<file path="config.mk">
export PLATFORM = sky130hd
export DESIGN_NAME = cflg_flags
export DESIGN_NICKNAME = d
export VERILOG_FILES = /design/src/cflg_pkg.sv /design/src/cflg_bcd_adj.sv /design/src/cflg_flags.sv
export SDC_FILE = /design/constraint.sdc
export NUM_CORES = 1
export LEC_CHECK = 0
export ABC_AREA = 1
export BUFFER_PORTS_ARGS = -buffer_cell sky130_fd_sc_hd__clkbuf_2
export CAP_MARGIN = 20
export CORE_MARGIN = 10
export CORE_UTILIZATION = 62
export CTS_CLUSTER_SIZE = 30
export DETAILED_ROUTE_END_ITERATION = 6
export PLACE_DENSITY = 0.94
export SYNTH_ARGS = -nofsm -noshare
export SYNTH_HDL_FRONTEND = slang
export SYNTH_SLANG_ARGS = --single-unit
</file>
<file path="constraint.sdc">
create_clock -name clk_sys -period 4.7 [get_ports clk_sys]
set_input_delay 0.705 -clock clk_sys [delete_from_list [all_inputs] [get_ports clk_sys]]
set_output_delay 0.705 -clock clk_sys [all_outputs]
set_load 0.01 [all_outputs]
</file>
<file path="src/cflg_pkg.sv">
/*
 * cflg_pkg: constants shared by the condition flag register block.
 * assumes a single processor clock; the decoder issues one op per cycle.
 */
package cflg_pkg;
    // ------------------------------------------------------------
    // flag layout
    // ------------------------------------------------------------
    localparam int CFLG_WIDTH = 6; // width of the flag register
    localparam int CFLG_DW = 8; // alu data width
    localparam int BIT_HALF = 5; // half-carry
    localparam int BIT_MASK = 4; // interrupt mask
    localparam int BIT_NEG = 3; // negative
    localparam int BIT_ZERO = 2; // zero
    localparam int BIT_OVF = 1; // overflow
    localparam int BIT_CARRY = 0; // carry
    localparam int SIGN_BIT = 7; // sign of a byte
    localparam int NIB_W = 4; // bcd digit width
    localparam logic [5:0] FLAGS_RST = 6'h10; // mask set out of reset
    localparam logic [3:0] BCD_MAX = 4'h9; // largest decimal digit
    localparam logic [3:0] BCD_FIX = 4'h6; // decimal correction
    localparam logic [7:0] BYTE_ZERO = 8'h00;
    localparam logic [7:0] BYTE_ONE = 8'h01;
    localparam logic [7:0] BYTE_MIN = 8'h80; // -128 pattern

    // ------------------------------------------------------------
    // operation codes from the decoder
    // ------------------------------------------------------------
    typedef enum logic [4:0] {
        CFLG_OP_NONE = 5'h00,
        CFLG_OP_ADD = 5'h01,
        CFLG_OP_ADD_ACCUMULATORS = 5'h02,
        CFLG_OP_ADD_CARRY = 5'h03,
        CFLG_OP_SUB = 5'h04,
        CFLG_OP_SUB_CARRY = 5'h05,
        CFLG_OP_COMPARE = 5'h06,
        CFLG_OP_NEGATE = 5'h07,
        CFLG_OP_AND = 5'h08,
        CFLG_OP_BIT_TEST = 5'h09,
        CFLG_OP_INCLUSIVE_OR = 5'h0A,
        CFLG_OP_EXCLUSIVE_OR = 5'h0B,
        CFLG_OP_DECIMAL_ADJUST = 5'h0C,
        CFLG_OP_CLEAR_CARRY = 5'h0D,
        CFLG_OP_SET_CARRY = 5'h0E,
        CFLG_OP_CLEAR_OVERFLOW = 5'h0F,
        CFLG_OP_SET_OVERFLOW = 5'h10,
        CFLG_OP_CLEAR_MASK = 5'h11,
        CFLG_OP_SET_MASK = 5'h12,
        CFLG_OP_ACC_TO_FLAGS = 5'h13,
        CFLG_OP_FLAGS_TO_ACC = 5'h14
    } cflg_op_e;
endpackage : cflg_pkg

</file>
<file path="src/cflg_bcd_adj.sv">
/*
 * cflg_bcd_adj: decimal adjust correction for a packed bcd byte.
 * assumes the byte came from a binary add of two bcd bytes.
 */
module cflg_bcd_adj
    import cflg_pkg::*;
#(
    parameter int DW = CFLG_DW
) (
    // operand and incoming flags
    input wire logic [DW-1:0] value,
    input wire logic half_in,
    input wire logic carry_in,
    // corrected byte and carry
    output logic [DW-1:0] result,
    output logic carry_out
);
    // ------------------------------------------------------------
    // digit correction
    // ------------------------------------------------------------
    logic [NIB_W-1:0] lo_nib; // low digit
    logic [NIB_W-1:0] hi_nib; // high digit
    logic fix_lo; // correct low digit
    logic fix_hi; // correct high digit
    logic [DW:0] sum; // wide sum keeps carry

    assign lo_nib = value[NIB_W-1:0];
    assign hi_nib = value[DW-1:NIB_W];

    // low fix on large digit or half carry
    assign fix_lo = (lo_nib > BCD_MAX) || half_in;
    // high fix also when low digit spills into a nine
    assign fix_hi = (hi_nib > BCD_MAX) || carry_in ||
                    ((lo_nib > BCD_MAX) && (hi_nib == BCD_MAX));

    always_comb begin
        sum = {1'b0, value};
        if (fix_lo) begin
            sum = sum + {5'h00, BCD_FIX};
        end
        if (fix_hi) begin
            sum = sum + {1'b0, BCD_FIX, 4'h0};
        end
    end

    assign result = sum[DW-1:0];
    // carry never cleared if it was already set
    assign carry_out = sum[DW] || fix_hi || carry_in;
endmodule : cflg_bcd_adj

</file>
<file path="src/cflg_flags.sv">
/*
 * cflg_flags: six bit condition flag register and its update logic.
 * assumes the decoder presents one op with operands each cycle and
 * takes the registered alu result after the edge; flags land on the edge.
 */
// Operation
// - six bit status register inside processor
// - bits five..zero: half, mask, neg, zero, ovf, carry
// - half carry from bit three on adds only
// - mask set by interrupts, set-mask or a flag load from acc a only
// - single flag set and clear ops
// - load flags from acc a, copy out unchanged
// - flags update automatically on affecting ops
// - alu does plain binary eight bit addition
// - negate inverts then adds one
// - bit seven is the sign bit
// - negate and or update negative flag
// - carry supports unsigned byte interpretation
// - decimal adjust supports packed bcd bytes
// - decimal adjust nibble correction conditions
// - bit test sets flags like and, no write
module cflg_flags
    import cflg_pkg::*;
#(
    parameter int DW = CFLG_DW,
    parameter logic [CFLG_WIDTH-1:0] RST_VAL = FLAGS_RST
) (
    // clock and reset
    input wire logic clk_sys,
    input wire logic rst_n,
    // operation from the decoder
    input wire logic op_valid,
    input wire cflg_op_e op_code,
    input wire logic [DW-1:0] accumulator_a,
    input wire logic [DW-1:0] operand_b,
    // interrupt entry sets the mask
    input wire logic irq_taken,
    // results
    output logic [DW-1:0] alu_result_q,
    output logic acc_write_q,
    output logic [CFLG_WIDTH-1:0] condition_flags_q
);
    // ------------------------------------------------------------
    // state
    // ------------------------------------------------------------
    logic [CFLG_WIDTH-1:0] condition_flags_d; // next flags
    logic [DW-1:0] alu_result_d; // next result
    logic acc_write_d; // next write strobe
    logic [DW:0] sum_w; // adder with carry out
    logic [NIB_W:0] half_w; // low digit adder
    logic [DW-1:0] add_a; // adder input a
    logic [DW-1:0] add_b; // adder input b
    logic add_cin; // adder carry in
    logic [DW-1:0] bcd_res; // decimal adjusted byte
    logic bcd_carry; // decimal carry

    // ------------------------------------------------------------
    // functions
    // ------------------------------------------------------------
    // zero test on a byte
    function automatic logic is_zero(input logic [DW-1:0] v);
        return v == BYTE_ZERO;
    endfunction : is_zero

    // signed overflow of a + b; sign is bit seven
    function automatic logic ovf_add(input logic [DW-1:0] a,
                                     input logic [DW-1:0] b,
                                     input logic [DW-1:0] r);
        return (a[SIGN_BIT] == b[SIGN_BIT]) &&
               (r[SIGN_BIT] != a[SIGN_BIT]);
    endfunction : ovf_add

    // ------------------------------------------------------------
    // shared adder: subtract is add of inverted operand
    // ------------------------------------------------------------
    always_comb begin
        add_a = accumulator_a;
        add_b = operand_b;
        add_cin = 1'b0;
        unique case (op_code)
            CFLG_OP_ADD_CARRY: begin
                add_cin = condition_flags_q[BIT_CARRY];
            end
            CFLG_OP_SUB, CFLG_OP_COMPARE: begin
                add_b = ~operand_b;
                add_cin = 1'b1;
            end
            CFLG_OP_SUB_CARRY: begin
                add_b = ~operand_b;
                add_cin = ~condition_flags_q[BIT_CARRY];
            end
            CFLG_OP_NEGATE: begin
                // invert then add one
                add_a = ~operand_b;
                add_b = BYTE_ZERO;
                add_cin = 1'b1;
            end
            default: begin
                add_cin = 1'b0;
            end
        endcase
    end

    // plain binary addition of two bytes
    assign sum_w = {1'b0, add_a} + {1'b0, add_b} +
                   {{DW{1'b0}}, add_cin};
    assign half_w = {1'b0, add_a[NIB_W-1:0]} + {1'b0, add_b[NIB_W-1:0]} +
                    {{NIB_W{1'b0}}, add_cin};

    // decimal adjust on the accumulator
    cflg_bcd_adj #(.DW(DW)) u_bcd (
        .value(accumulator_a),
        .half_in(condition_flags_q[BIT_HALF]),
        .carry_in(condition_flags_q[BIT_CARRY]),
        .result(bcd_res),
        .carry_out(bcd_carry)
    );

    // ------------------------------------------------------------
    // flag next state
    // ------------------------------------------------------------
    always_comb begin
        condition_flags_d = condition_flags_q;
        alu_result_d = BYTE_ZERO;
        acc_write_d = 1'b0;
        if (op_valid) begin
            unique case (op_code)
                CFLG_OP_ADD, CFLG_OP_ADD_ACCUMULATORS,
                CFLG_OP_ADD_CARRY: begin
                    alu_result_d = sum_w[DW-1:0];
                    acc_write_d = 1'b1;
                    condition_flags_d[BIT_HALF] = half_w[NIB_W];
                    condition_flags_d[BIT_NEG] = sum_w[SIGN_BIT];
                    condition_flags_d[BIT_ZERO] = is_zero(sum_w[DW-1:0]);
                    condition_flags_d[BIT_OVF] =
                        ovf_add(add_a, add_b, sum_w[DW-1:0]);
                    // unsigned carry out of bit seven
                    condition_flags_d[BIT_CARRY] = sum_w[DW];
                end
                CFLG_OP_SUB, CFLG_OP_SUB_CARRY, CFLG_OP_COMPARE: begin
                    alu_result_d = sum_w[DW-1:0];
                    acc_write_d = (op_code != CFLG_OP_COMPARE);
                    condition_flags_d[BIT_NEG] = sum_w[SIGN_BIT];
                    condition_flags_d[BIT_ZERO] = is_zero(sum_w[DW-1:0]);
                    condition_flags_d[BIT_OVF] =
                        ovf_add(add_a, add_b, sum_w[DW-1:0]);
                    // borrow is the inverted adder carry
                    condition_flags_d[BIT_CARRY] = ~sum_w[DW];
                end
                CFLG_OP_NEGATE: begin
                    alu_result_d = sum_w[DW-1:0];
                    acc_write_d = 1'b1;
                    condition_flags_d[BIT_NEG] = sum_w[SIGN_BIT];
                    condition_flags_d[BIT_ZERO] = is_zero(sum_w[DW-1:0]);
                    // only -128 overflows on negate
                    condition_flags_d[BIT_OVF] =
                        (sum_w[DW-1:0] == BYTE_MIN);
                    condition_flags_d[BIT_CARRY] =
                        ~is_zero(sum_w[DW-1:0]);
                end
                CFLG_OP_AND, CFLG_OP_BIT_TEST, CFLG_OP_INCLUSIVE_OR,
                CFLG_OP_EXCLUSIVE_OR: begin
                    if (op_code == CFLG_OP_INCLUSIVE_OR) begin
                        alu_result_d = accumulator_a | operand_b;
                    end else if (op_code == CFLG_OP_EXCLUSIVE_OR) begin
                        alu_result_d = accumulator_a ^ operand_b;
                    end else begin
                        alu_result_d = accumulator_a & operand_b;
                    end
                    // bit test keeps the accumulator
                    acc_write_d = (op_code != CFLG_OP_BIT_TEST);
                    condition_flags_d[BIT_NEG] =
                        alu_result_d[SIGN_BIT];
                    condition_flags_d[BIT_ZERO] = is_zero(alu_result_d);
                    condition_flags_d[BIT_OVF] = 1'b0;
                end
                CFLG_OP_DECIMAL_ADJUST: begin
                    alu_result_d = bcd_res;
                    acc_write_d = 1'b1;
                    condition_flags_d[BIT_NEG] = bcd_res[SIGN_BIT];
                    condition_flags_d[BIT_ZERO] = is_zero(bcd_res);
                    condition_flags_d[BIT_CARRY] = bcd_carry;
                end
                CFLG_OP_CLEAR_CARRY: begin
                    condition_flags_d[BIT_CARRY] = 1'b0;
                end
                CFLG_OP_SET_CARRY: begin
                    condition_flags_d[BIT_CARRY] = 1'b1;
                end
                CFLG_OP_CLEAR_OVERFLOW: begin
                    condition_flags_d[BIT_OVF] = 1'b0;
                end
                CFLG_OP_SET_OVERFLOW: begin
                    condition_flags_d[BIT_OVF] = 1'b1;
                end
                CFLG_OP_CLEAR_MASK: begin
                    condition_flags_d[BIT_MASK] = 1'b0;
                end
                CFLG_OP_SET_MASK: begin
                    condition_flags_d[BIT_MASK] = 1'b1;
                end
                CFLG_OP_ACC_TO_FLAGS: begin
                    condition_flags_d =
                        accumulator_a[CFLG_WIDTH-1:0];
                end
                CFLG_OP_FLAGS_TO_ACC: begin
                    // upper two bits read as ones
                    alu_result_d = {2'b11, condition_flags_q};
                    acc_write_d = 1'b1;
                end
                default: begin
                    acc_write_d = 1'b0;
                end
            endcase
        end
        // interrupt entry wins over a clear-mask in the same cycle
        if (irq_taken) begin
            condition_flags_d[BIT_MASK] = 1'b1;
        end
    end

    // ------------------------------------------------------------
    // registers: flags land at the end of the op
    // ------------------------------------------------------------
    always_ff @(posedge clk_sys or negedge rst_n) begin
        if (!rst_n) begin
            condition_flags_q <= RST_VAL;
            alu_result_q <= BYTE_ZERO;
            acc_write_q <= 1'b0;
        end else begin
            condition_flags_q <= condition_flags_d;
            alu_result_q <= alu_result_d;
            acc_write_q <= acc_write_d;
        end
    end

    // ------------------------------------------------------------
    // assertions
    // ------------------------------------------------------------
    property p_carry_set;
        @(posedge clk_sys) disable iff (!rst_n)
        op_valid && op_code == CFLG_OP_SET_CARRY |=>
            condition_flags_q[BIT_CARRY];
    endproperty
    a_carry_set: assert property (p_carry_set)
        else $error("set carry did not set carry");

    property p_mask_clear;
        @(posedge clk_sys) disable iff (!rst_n)
        op_valid && op_code == CFLG_OP_CLEAR_MASK && !irq_taken |=>
            !condition_flags_q[BIT_MASK];
    endproperty
    a_mask_clear: assert property (p_mask_clear)
        else $error("clear mask failed");

    property p_mask_sticky;
        @(posedge clk_sys) disable iff (!rst_n)
        $fell(condition_flags_q[BIT_MASK]) |->
            $past(op_valid) && $past(op_code) inside
            {CFLG_OP_CLEAR_MASK, CFLG_OP_ACC_TO_FLAGS};
    endproperty
    a_mask_sticky: assert property (p_mask_sticky)
        else $error("mask cleared without clear-mask");

    property p_irq_mask;
        @(posedge clk_sys) disable iff (!rst_n)
        irq_taken |=> condition_flags_q[BIT_MASK];
    endproperty
    a_irq_mask: assert property (p_irq_mask)
        else $error("interrupt did not set mask");

    property p_load;
        @(posedge clk_sys) disable iff (!rst_n)
        op_valid && op_code == CFLG_OP_ACC_TO_FLAGS && !irq_taken |=>
            condition_flags_q == $past(accumulator_a[CFLG_WIDTH-1:0]);
    endproperty
    a_load: assert property (p_load)
        else $error("flags not loaded from accumulator");

    property p_copy_out;
        @(posedge clk_sys) disable iff (!rst_n)
        op_valid && op_code == CFLG_OP_FLAGS_TO_ACC && !irq_taken |=>
            $stable(condition_flags_q) &&
            alu_result_q[CFLG_WIDTH-1:0] == condition_flags_q;
    endproperty
    a_copy_out: assert property (p_copy_out)
        else $error("flag copy-out altered flags");

    property p_half;
        @(posedge clk_sys) disable iff (!rst_n)
        op_valid && op_code == CFLG_OP_ADD |=>
            condition_flags_q[BIT_HALF] ==
            ($past(accumulator_a[3:0]) + $past(operand_b[3:0]) > 5'h0F);
    endproperty
    a_half: assert property (p_half)
        else $error("half carry wrong on add");

    property p_half_hold;
        @(posedge clk_sys) disable iff (!rst_n)
        !(op_valid && op_code inside {CFLG_OP_ADD,
            CFLG_OP_ADD_ACCUMULATORS, CFLG_OP_ADD_CARRY,
            CFLG_OP_ACC_TO_FLAGS}) |=> $stable(condition_flags_q[BIT_HALF]);
    endproperty
    a_half_hold: assert property (p_half_hold)
        else $error("half carry changed by other op");

    property p_negate;
        @(posedge clk_sys) disable iff (!rst_n)
        op_valid && op_code == CFLG_OP_NEGATE |=>
            alu_result_q == 8'(-$past(operand_b)) &&
            condition_flags_q[BIT_NEG] == alu_result_q[SIGN_BIT];
    endproperty
    a_negate: assert property (p_negate)
        else $error("negate result or sign wrong");

    property p_bit_test;
        @(posedge clk_sys) disable iff (!rst_n)
        op_valid && op_code == CFLG_OP_BIT_TEST |=>
            !acc_write_q && condition_flags_q[BIT_ZERO] ==
            (($past(accumulator_a) & $past(operand_b)) == 8'h00);
    endproperty
    a_bit_test: assert property (p_bit_test)
        else $error("bit test wrong");

    c_add: cover property (@(posedge clk_sys) disable iff (!rst_n)
        op_valid && op_code == CFLG_OP_ADD ##1 condition_flags_q[BIT_HALF]);
    c_daa: cover property (@(posedge clk_sys) disable iff (!rst_n)
        op_valid && op_code == CFLG_OP_DECIMAL_ADJUST);
    c_irq_clr: cover property (@(posedge clk_sys) disable iff (!rst_n)
        irq_taken && op_valid && op_code == CFLG_OP_CLEAR_MASK);
endmodule : cflg_flags

</file>
==> results of run 1 <==
[worst min-delay path by stage]
stage,cells after the start,startpoint,endpoint,slack (ns)
6_report,1,rst_n,alu_result_q[0]$_DFF_PN0_,0.35
5_1_grt,1,rst_n,condition_flags_q[2]$_DFFE_PN0P_,0.39
3_3_place_gp,2,condition_flags_q[4]$_DFFE_PN1P_,condition_flags_q[4]$_DFFE_PN1P_,0.46
4_1_cts,1,rst_n,alu_result_q[0]$_DFF_PN0_,0.37
2_1_floorplan,0,rst_n,acc_write_q$_DFF_PN0_,0.41
3_5_place_dp,2,condition_flags_q[4]$_DFFE_PN1P_,condition_flags_q[4]$_DFFE_PN1P_,0.48
[metal layers]
layer  global-route usage (%)  vias up  share of wire, %
met5                        0        -                 0
met4                    7.823        0               2.1
met3                    3.493       19                11
met2                    36.83      174                47
met1                    27.62     1254                41
li1                         -     1364                 -
[kinds of logic (layout without fill, tap and decap cells)]
family | count (synthesis) | count (layout)
flip-flops | 15 | 15
XOR/XNOR | 2 | 2
AO/OA/AOI/OAI | 63 | 63
buffers and inverters | 62 | 97
AND/OR/NAND/NOR | 227 | 227
adder cells (fa/ha/maj) | 27 | 27
[per-stage QoR]
step           total power [mW]  util [%]  instance area (sq um)  cells  setup WS (ns)
3_5_place_dp             0.4337     70.39                   2596    475         0.9544
3_3_place_gp             0.4266     70.39                   2596    475          1.108
2_1_floorplan            0.3472         -                   2389    396          1.225
6_report                 0.5409     71.61                   2641    479          1.116
4_1_cts                  0.5342     71.61                   2641    479          1.197
5_1_grt                  0.5847     71.61                   2641    479         0.7792
[cells in the final DEF (no fill, tap or decap), drive strengths merged]
cell type / count
nand4: 4
ha: 25
o21a: 1
nand3: 38
or2: 1
a21boi: 1
o22ai: 6
nor2: 42
nor3: 6
fa: 2
clkinv: 1
a211oi: 2
xor2: 2
nand3b: 7
a221oi: 2
a31oi: 3
a41oi: 1
inv: 53
a21oi: 19
dfrtp: 14
o21ai: 28
nand2: 129
dfstp: 1
clkbuf: 43
[power by group]
group | switching [mW] | total [mW] | internal (mW)
clock | 0.0420 | 0.102 | 0.0600
sequential | 0.0145 | 0.161 | 0.146
combinational | 0.184 | 0.278 | 0.0939
total | 0.241 | 0.541 | 0.300
[cell type report]
cell class,instances,area [sq um],area share [%]
Inverter,54,207.7,7.864
Clock buffer,4,45.04,1.705
Timing Repair Buffer,39,195.2,7.390
Sequential cell,15,376.6,14.26
Tap cell,48,60.06,2.274
Multi-Input combinational cell,319,1757,66.51
[sequential cells by signal (all words and copies together) (netlist names)]
name and flops:
condition_flags_q 6, acc_write_q 1, alu_result_q 8
==> results_dict.tcl, run 1 <==
set metrics [dict create \
    status "finished clean" \
    rows 22 \
    drc 0 \
    clkSinkCount 15 \
    cts-root-buf "clkbuf_8" \
    antenna_found_initial 0 \
    synth-xor-area-share_pct 0.7334 \
    setup_tns_ns 0 \
    cts_buffer_depth 2 \
    ios 40 \
    synth_flop_cell "dfrtp_1" \
    htree_levels 1 \
    maxSlewHeadroom_pct 67.38 \
    synthTopCellsByCount "125 x nand2_1, 51 x inv_1, 39 x nor2_1" \
    cp.required_ns 4.84 \
    worst_path_most_repeated_cell "nand2_1" \
    die_h_microns 82.07 \
    tightest_slew_ns 0.4875 \
    dieArea_sq_mm 0.006735 \
    grt_usage_pct 21.93 \
    cts_tree "done" \
    holdBufCountCts 0 \
    globalRouteOverflowTotal 0 \
    crit_type "in -> reg" \
    viasPerCell 5.868 \
    cp.depth 22 \
    maxCapViolCount 0 \
    power_density_mw_per_mm2 204.8 \
    area.growth.synth_to_final_pct 10.58 \
    synth_nets 448 \
    p_leak_nw 1.539 \
    finClkSkew_ns 0.003388 \
    synth-async-reset-ratio_pct 100.0 \
    hold-worst-slack_ns 0.3496 \
    drive_gt1_share_pct 14.39 \
    drtPass1Iterations 5 \
    ys_seq_elements 15 \
    routed_wl_microns 7297 \
    postCtsSetupRepairBufs 0 \
    setup.worst_path.end_class "register" \
    fin_crit_sh_pct 76.26 \
    synth_warnings 0 \
    critPathMaxStageDelay_ns 0.44 \
    grt_max_degree 18 \
    r2r-end "condition_flags_q[0]$_DFFE_PN0P_" \
    clk_pin_slew_ns 0.06 \
    cts_made_buffers 3 \
    worst_ep_arrival_time_ns 3.72 \
    worstRegToRegCells 17 \
    n_antenna_cell 0 \
    peakVddDrop_v 0.00008483 \
    dp_hpwl_microns 6039 \
    report.final.slew_viol_count 0 \
    finalSetupViolCount 0 \
    ys_types 37 \
    globalplace.congestion 1.000 \
    synth-simple-area-share_pct 42.38 \
    synth_top_area_share_pct 19.64 \
    grt_pass1_vias 2554 \
    fill_cells 329 \
    worst-path-max-fanout 13 \
    die_w_microns 82.07 \
    ant_nets 0 \
    final_nets 484 \
    seq_area_frac_synth_pct 15.77 \
    hold_viol 0 \
    crit_end "condition_flags_q[0]$_DFFE_PN0P_" \
    synth_top_family_by_area "simple AND/OR/NAND/NOR gates" \
    startpoint "op_code[3]" \
    synth_edf_count 0 \
    yosys.area.top_type "nand2_1" \
    core_sq_mm 0.003689 \
    path_cells "clkbuf_2 > inv_1 > nand2_1 > nor2_1 > inv_1 > a21oi_1 > a31oi_1 > fa_1 > fa_1 > nand3b_1 > nand2_1 > nand2_1 > nand2_1 > nand2_1 > nand2_1 > nand2_1 > nor2_1 > nand2_1 > nand2_1 > nand3_1 > nand2_1 > nand2_1" \
    slowest_stage "fa_1" \
    synthAdderAreaFrac_pct 14.77 \
    netlist_instances 396 \
    wl_per_cell_microns 15.23 \
    worstHoldPathType "in -> async" \
    synth.avg_cell_area_sq_um 6.032 \
    yosysMostFrequentCell "nand2_1" \
    rsz0062_at_grt "false" \
    synth-compound-area-share_pct 15.66 \
    numPortBuffers 39 \
    crit_buf_inv 3 \
    initial_core_util_pct 64.76 \
    fmax_mhz 279.0 \
    rrSetupSlack_ns 1.85 \
    clk_latency_ns 0.25 \
    grt_pass1_wl_microns 11900 \
    post_cts_resized 0 \
    synth_mux_area_share_pct 0 \
    via_count 2811 \
    synth_area_leaders "nand2_1 20%, dfrtp_1 15%, ha_1 13%" \
    drt_iter0_markers 391 \
    r2r_start "condition_flags_q[0]$_DFFE_PN0P_" \
    fin_crit_ns 3.584 \
    critPathTopFamily "simple AND/OR/NAND/NOR gates" \
    syn_area_sq_mm 0.002389 \
    cp-start-kind "primary input" \
]
Note: power is estimated with default switching activity, not from simulation.
==> run 2, diff against run 1 <==
--- a/config.mk
+++ b/config.mk
@@ -9,10 +9,10 @@
 export BUFFER_PORTS_ARGS = -buffer_cell sky130_fd_sc_hd__clkbuf_2
 export CAP_MARGIN = 20
 export CORE_MARGIN = 10
-export CORE_UTILIZATION = 62
+export CORE_UTILIZATION = 52
 export CTS_CLUSTER_SIZE = 30
 export DETAILED_ROUTE_END_ITERATION = 6
-export PLACE_DENSITY = 0.94
+export PLACE_DENSITY = 0.85
 export SYNTH_ARGS = -nofsm -noshare
 export SYNTH_HDL_FRONTEND = slang
 export SYNTH_SLANG_ARGS = --single-unit
==> constraint.sdc (replaced) <==
create_clock -name clk_sys -period 3 [get_ports clk_sys]
set_input_delay 0.45 -clock clk_sys [delete_from_list [all_inputs] [get_ports clk_sys]]
set_output_delay 0.45 -clock clk_sys [all_outputs]
set_load 0.01 [all_outputs]
==> run 2 against run 1 <==
- die area increased by 14%
- largest cell class unchanged
- flip-flop and latch count unchanged
- utilization decreased by 6.3 points
- register-to-register slack got worse by 1.5 ns
- worst hold slack got worse by 0.25 ns
- cell area increased by 9.1%
- critical path type unchanged
- count of clock-buffer cells in the layout unchanged
- non-clock buffer count increased by 22
- global-route usage decreased by 3.0 points
==> results_dict.tcl, run 2 (same netlist as run 1, synthesis figures left out) <==
set metrics [dict create \
    wl_per_cell_microns 14.57 \
    clk_latency_ns 0.24 \
    die_w_microns 87.78 \
    grt_pass1_vias 2652 \
    drtPass1Iterations 5 \
    fmax_mhz 350.9 \
    tightest_slew_ns 0.4193 \
    placed_cells 499 \
    final_common_cell "nand2_1" \
    clkSinkCount 15 \
    cts-root-buf "clkbuf_8" \
    cp.required_ns 3.17 \
    worst_ep_arrival_time_ns 3.02 \
    peakVddDrop_v 0.0001615 \
    setup.worst_path.end_class "register" \
    n_antenna_cell 0 \
    drt_iter0_markers 224 \
    place_ws_ns -0.1093 \
    crit_type "in -> reg" \
    finClkSkew_ns 0.004811 \
    multi_input_area_sq_mm 0.001827 \
    worstRegToRegCells 16 \
    routed_wl_microns 7359 \
    fin_crit_sh_pct 94.99 \
    htree_levels 1 \
    ant_nets 0 \
    cts_made_buffers 3 \
    globalRouteOverflowTotal 0 \
    dieArea_sq_mm 0.007704 \
    p_leak_nw 1.647 \
    die_h_microns 87.78 \
    fin_crit_ns 2.850 \
    area.growth.synth_to_final_pct 20.64 \
    fin_cells 505 \
    rows 24 \
    status "finished clean" \
    drive_gt1_share_pct 22.74 \
    dp_hpwl_microns 6204 \
    cts_buffer_depth 2 \
    cp-start-kind "primary input" \
    initial_core_util_pct 54.11 \
    max_flop_register "alu_result_q" \
    hold-worst-slack_ns 0.09965 \
    report.final.slew_viol_count 0 \
    worstHoldPathType "in -> async" \
    via_count 2794 \
    regArea_sq_um 376.6 \
    grt_max_degree 16 \
    antenna_found_initial 0 \
    largest_reg_flops 8 \
    clk_pin_slew_ns 0.05 \
    numPortBuffers 39 \
    grt_pass1_wl_microns 12170 \
    layout_setup_ws_ns 0.1503 \
    ios 40 \
    power_density_mw_per_mm2 309.8 \
    maxSlewHeadroom_pct 71.90 \
    worst-path-max-fanout 4 \
    drc 0 \
    cts_tree "done" \
    largestRegisters "alu_result_q x8, condition_flags_q x6, acc_write_q x1" \
    grt_usage_pct 18.93 \
    hold_viol 0 \
    finalSetupViolCount 0 \
    fill_cells 425 \
    layout_common_cells "117 x nand2_1, 47 x inv_1, 39 x clkbuf_2, 37 x nor2_1, 37 x nand3_1" \
    core_sq_mm 0.004414 \
    globalplace.congestion 0.9526 \
    maxCapViolCount 0 \
    viasPerCell 5.533 \
    final_nets 506 \
    total_power_mw 0.8928 \
]
## run 2: changes by cell type in the layout (fill, tap and decap cells not counted), sizes merged
cell / previous run / this run
buf: 0 / 22
## run 2: layer usage
metal / vias to the layer above / part of all wire (%) / track usage, % / wire length [microns]
li1: 1404 / - / - / -
met1: 1245 / 44 / 24.15 / 3261
met2: 124 / 45 / 31.28 / 3333
met3: 21 / 7.0 / 2.136 / 515
met4: 0 / 3.4 / 8.261 / 249
met5: - / 0 / 0 / 0
## run 2: where the power goes
group	switching [mW]	internal (mW)	total (mW)
Combinational	0.310	0.181	0.491
Clock	0.0592	0.0936	0.153
Sequential	0.0195	0.229	0.249
Total	0.389	0.504	0.893
## run 2: path summary, 6_finish.rpt
check / from / to / slack [ns]
hold reg to reg: condition_flags_q[4]$_DFFE_PN1P_ / condition_flags_q[4]$_DFFE_PN1P_ / 0.49
hold / removal: rst_n / condition_flags_q[3]$_DFFE_PN0P_ / 0.1
setup / recovery: op_code[3] / condition_flags_q[2]$_DFFE_PN0P_ / 0.15
min in group clk_sys: irq_taken / condition_flags_q[4]$_DFFE_PN1P_ / 0.40
setup reg to reg: condition_flags_q[0]$_DFFE_PN0P_ / condition_flags_q[2]$_DFFE_PN0P_ / 0.31
max in group asynchronous: rst_n / condition_flags_q[4]$_DFFE_PN1P_ / 2.61
## run 2: through the flow
step	setup TNS [ns]	area (sq um)	util (%)
floorplan	0	2417	-
global placement	0	2766	62.67
detailed placement	-0.2817	2766	62.67
CTS	0	2811	63.69
global route	-0.09859	2882	65.28
finish	0	2882	65.28
## run 2: cell type report
cell class,count,share of cell area [%]
flip-flops and latches,15,13.07
multi-input cells,319,63.40
clock buffers,4,1.563
inverters,54,7.208
repair buffers,61,12.51
well taps,52,2.258
## run 2: timing repair
| item | CTS | global route |
|---|---|---|
| hold buffers | 0 | 0 |
| hold endpoints to repair | 0 | 0 |
| buffers inserted | 0 | 2 |
| resized for setup | 0 | 18 |
| setup endpoints to repair | 0 | 3 |
## run 2: critical path, cell delays in order
cell and delay [ns]:
clkbuf_2 0.10, inv_2 0.08, nand2_4 0.07, nor2_4 0.12
inv_2 0.07, a21oi_2 0.15, a31oi_2 0.07, fa_2 0.40
fa_2 0.40, nand3b_1 0.21, nand2_2 0.11, nand2_2 0.06
nand2_2 0.06, nand2_2 0.07, nand2_2 0.07, nand2_2 0.06
nor2_4 0.14, nand3_1 0.09, nand2_1 0.07, inv_1 0.06
a21oi_2 0.12
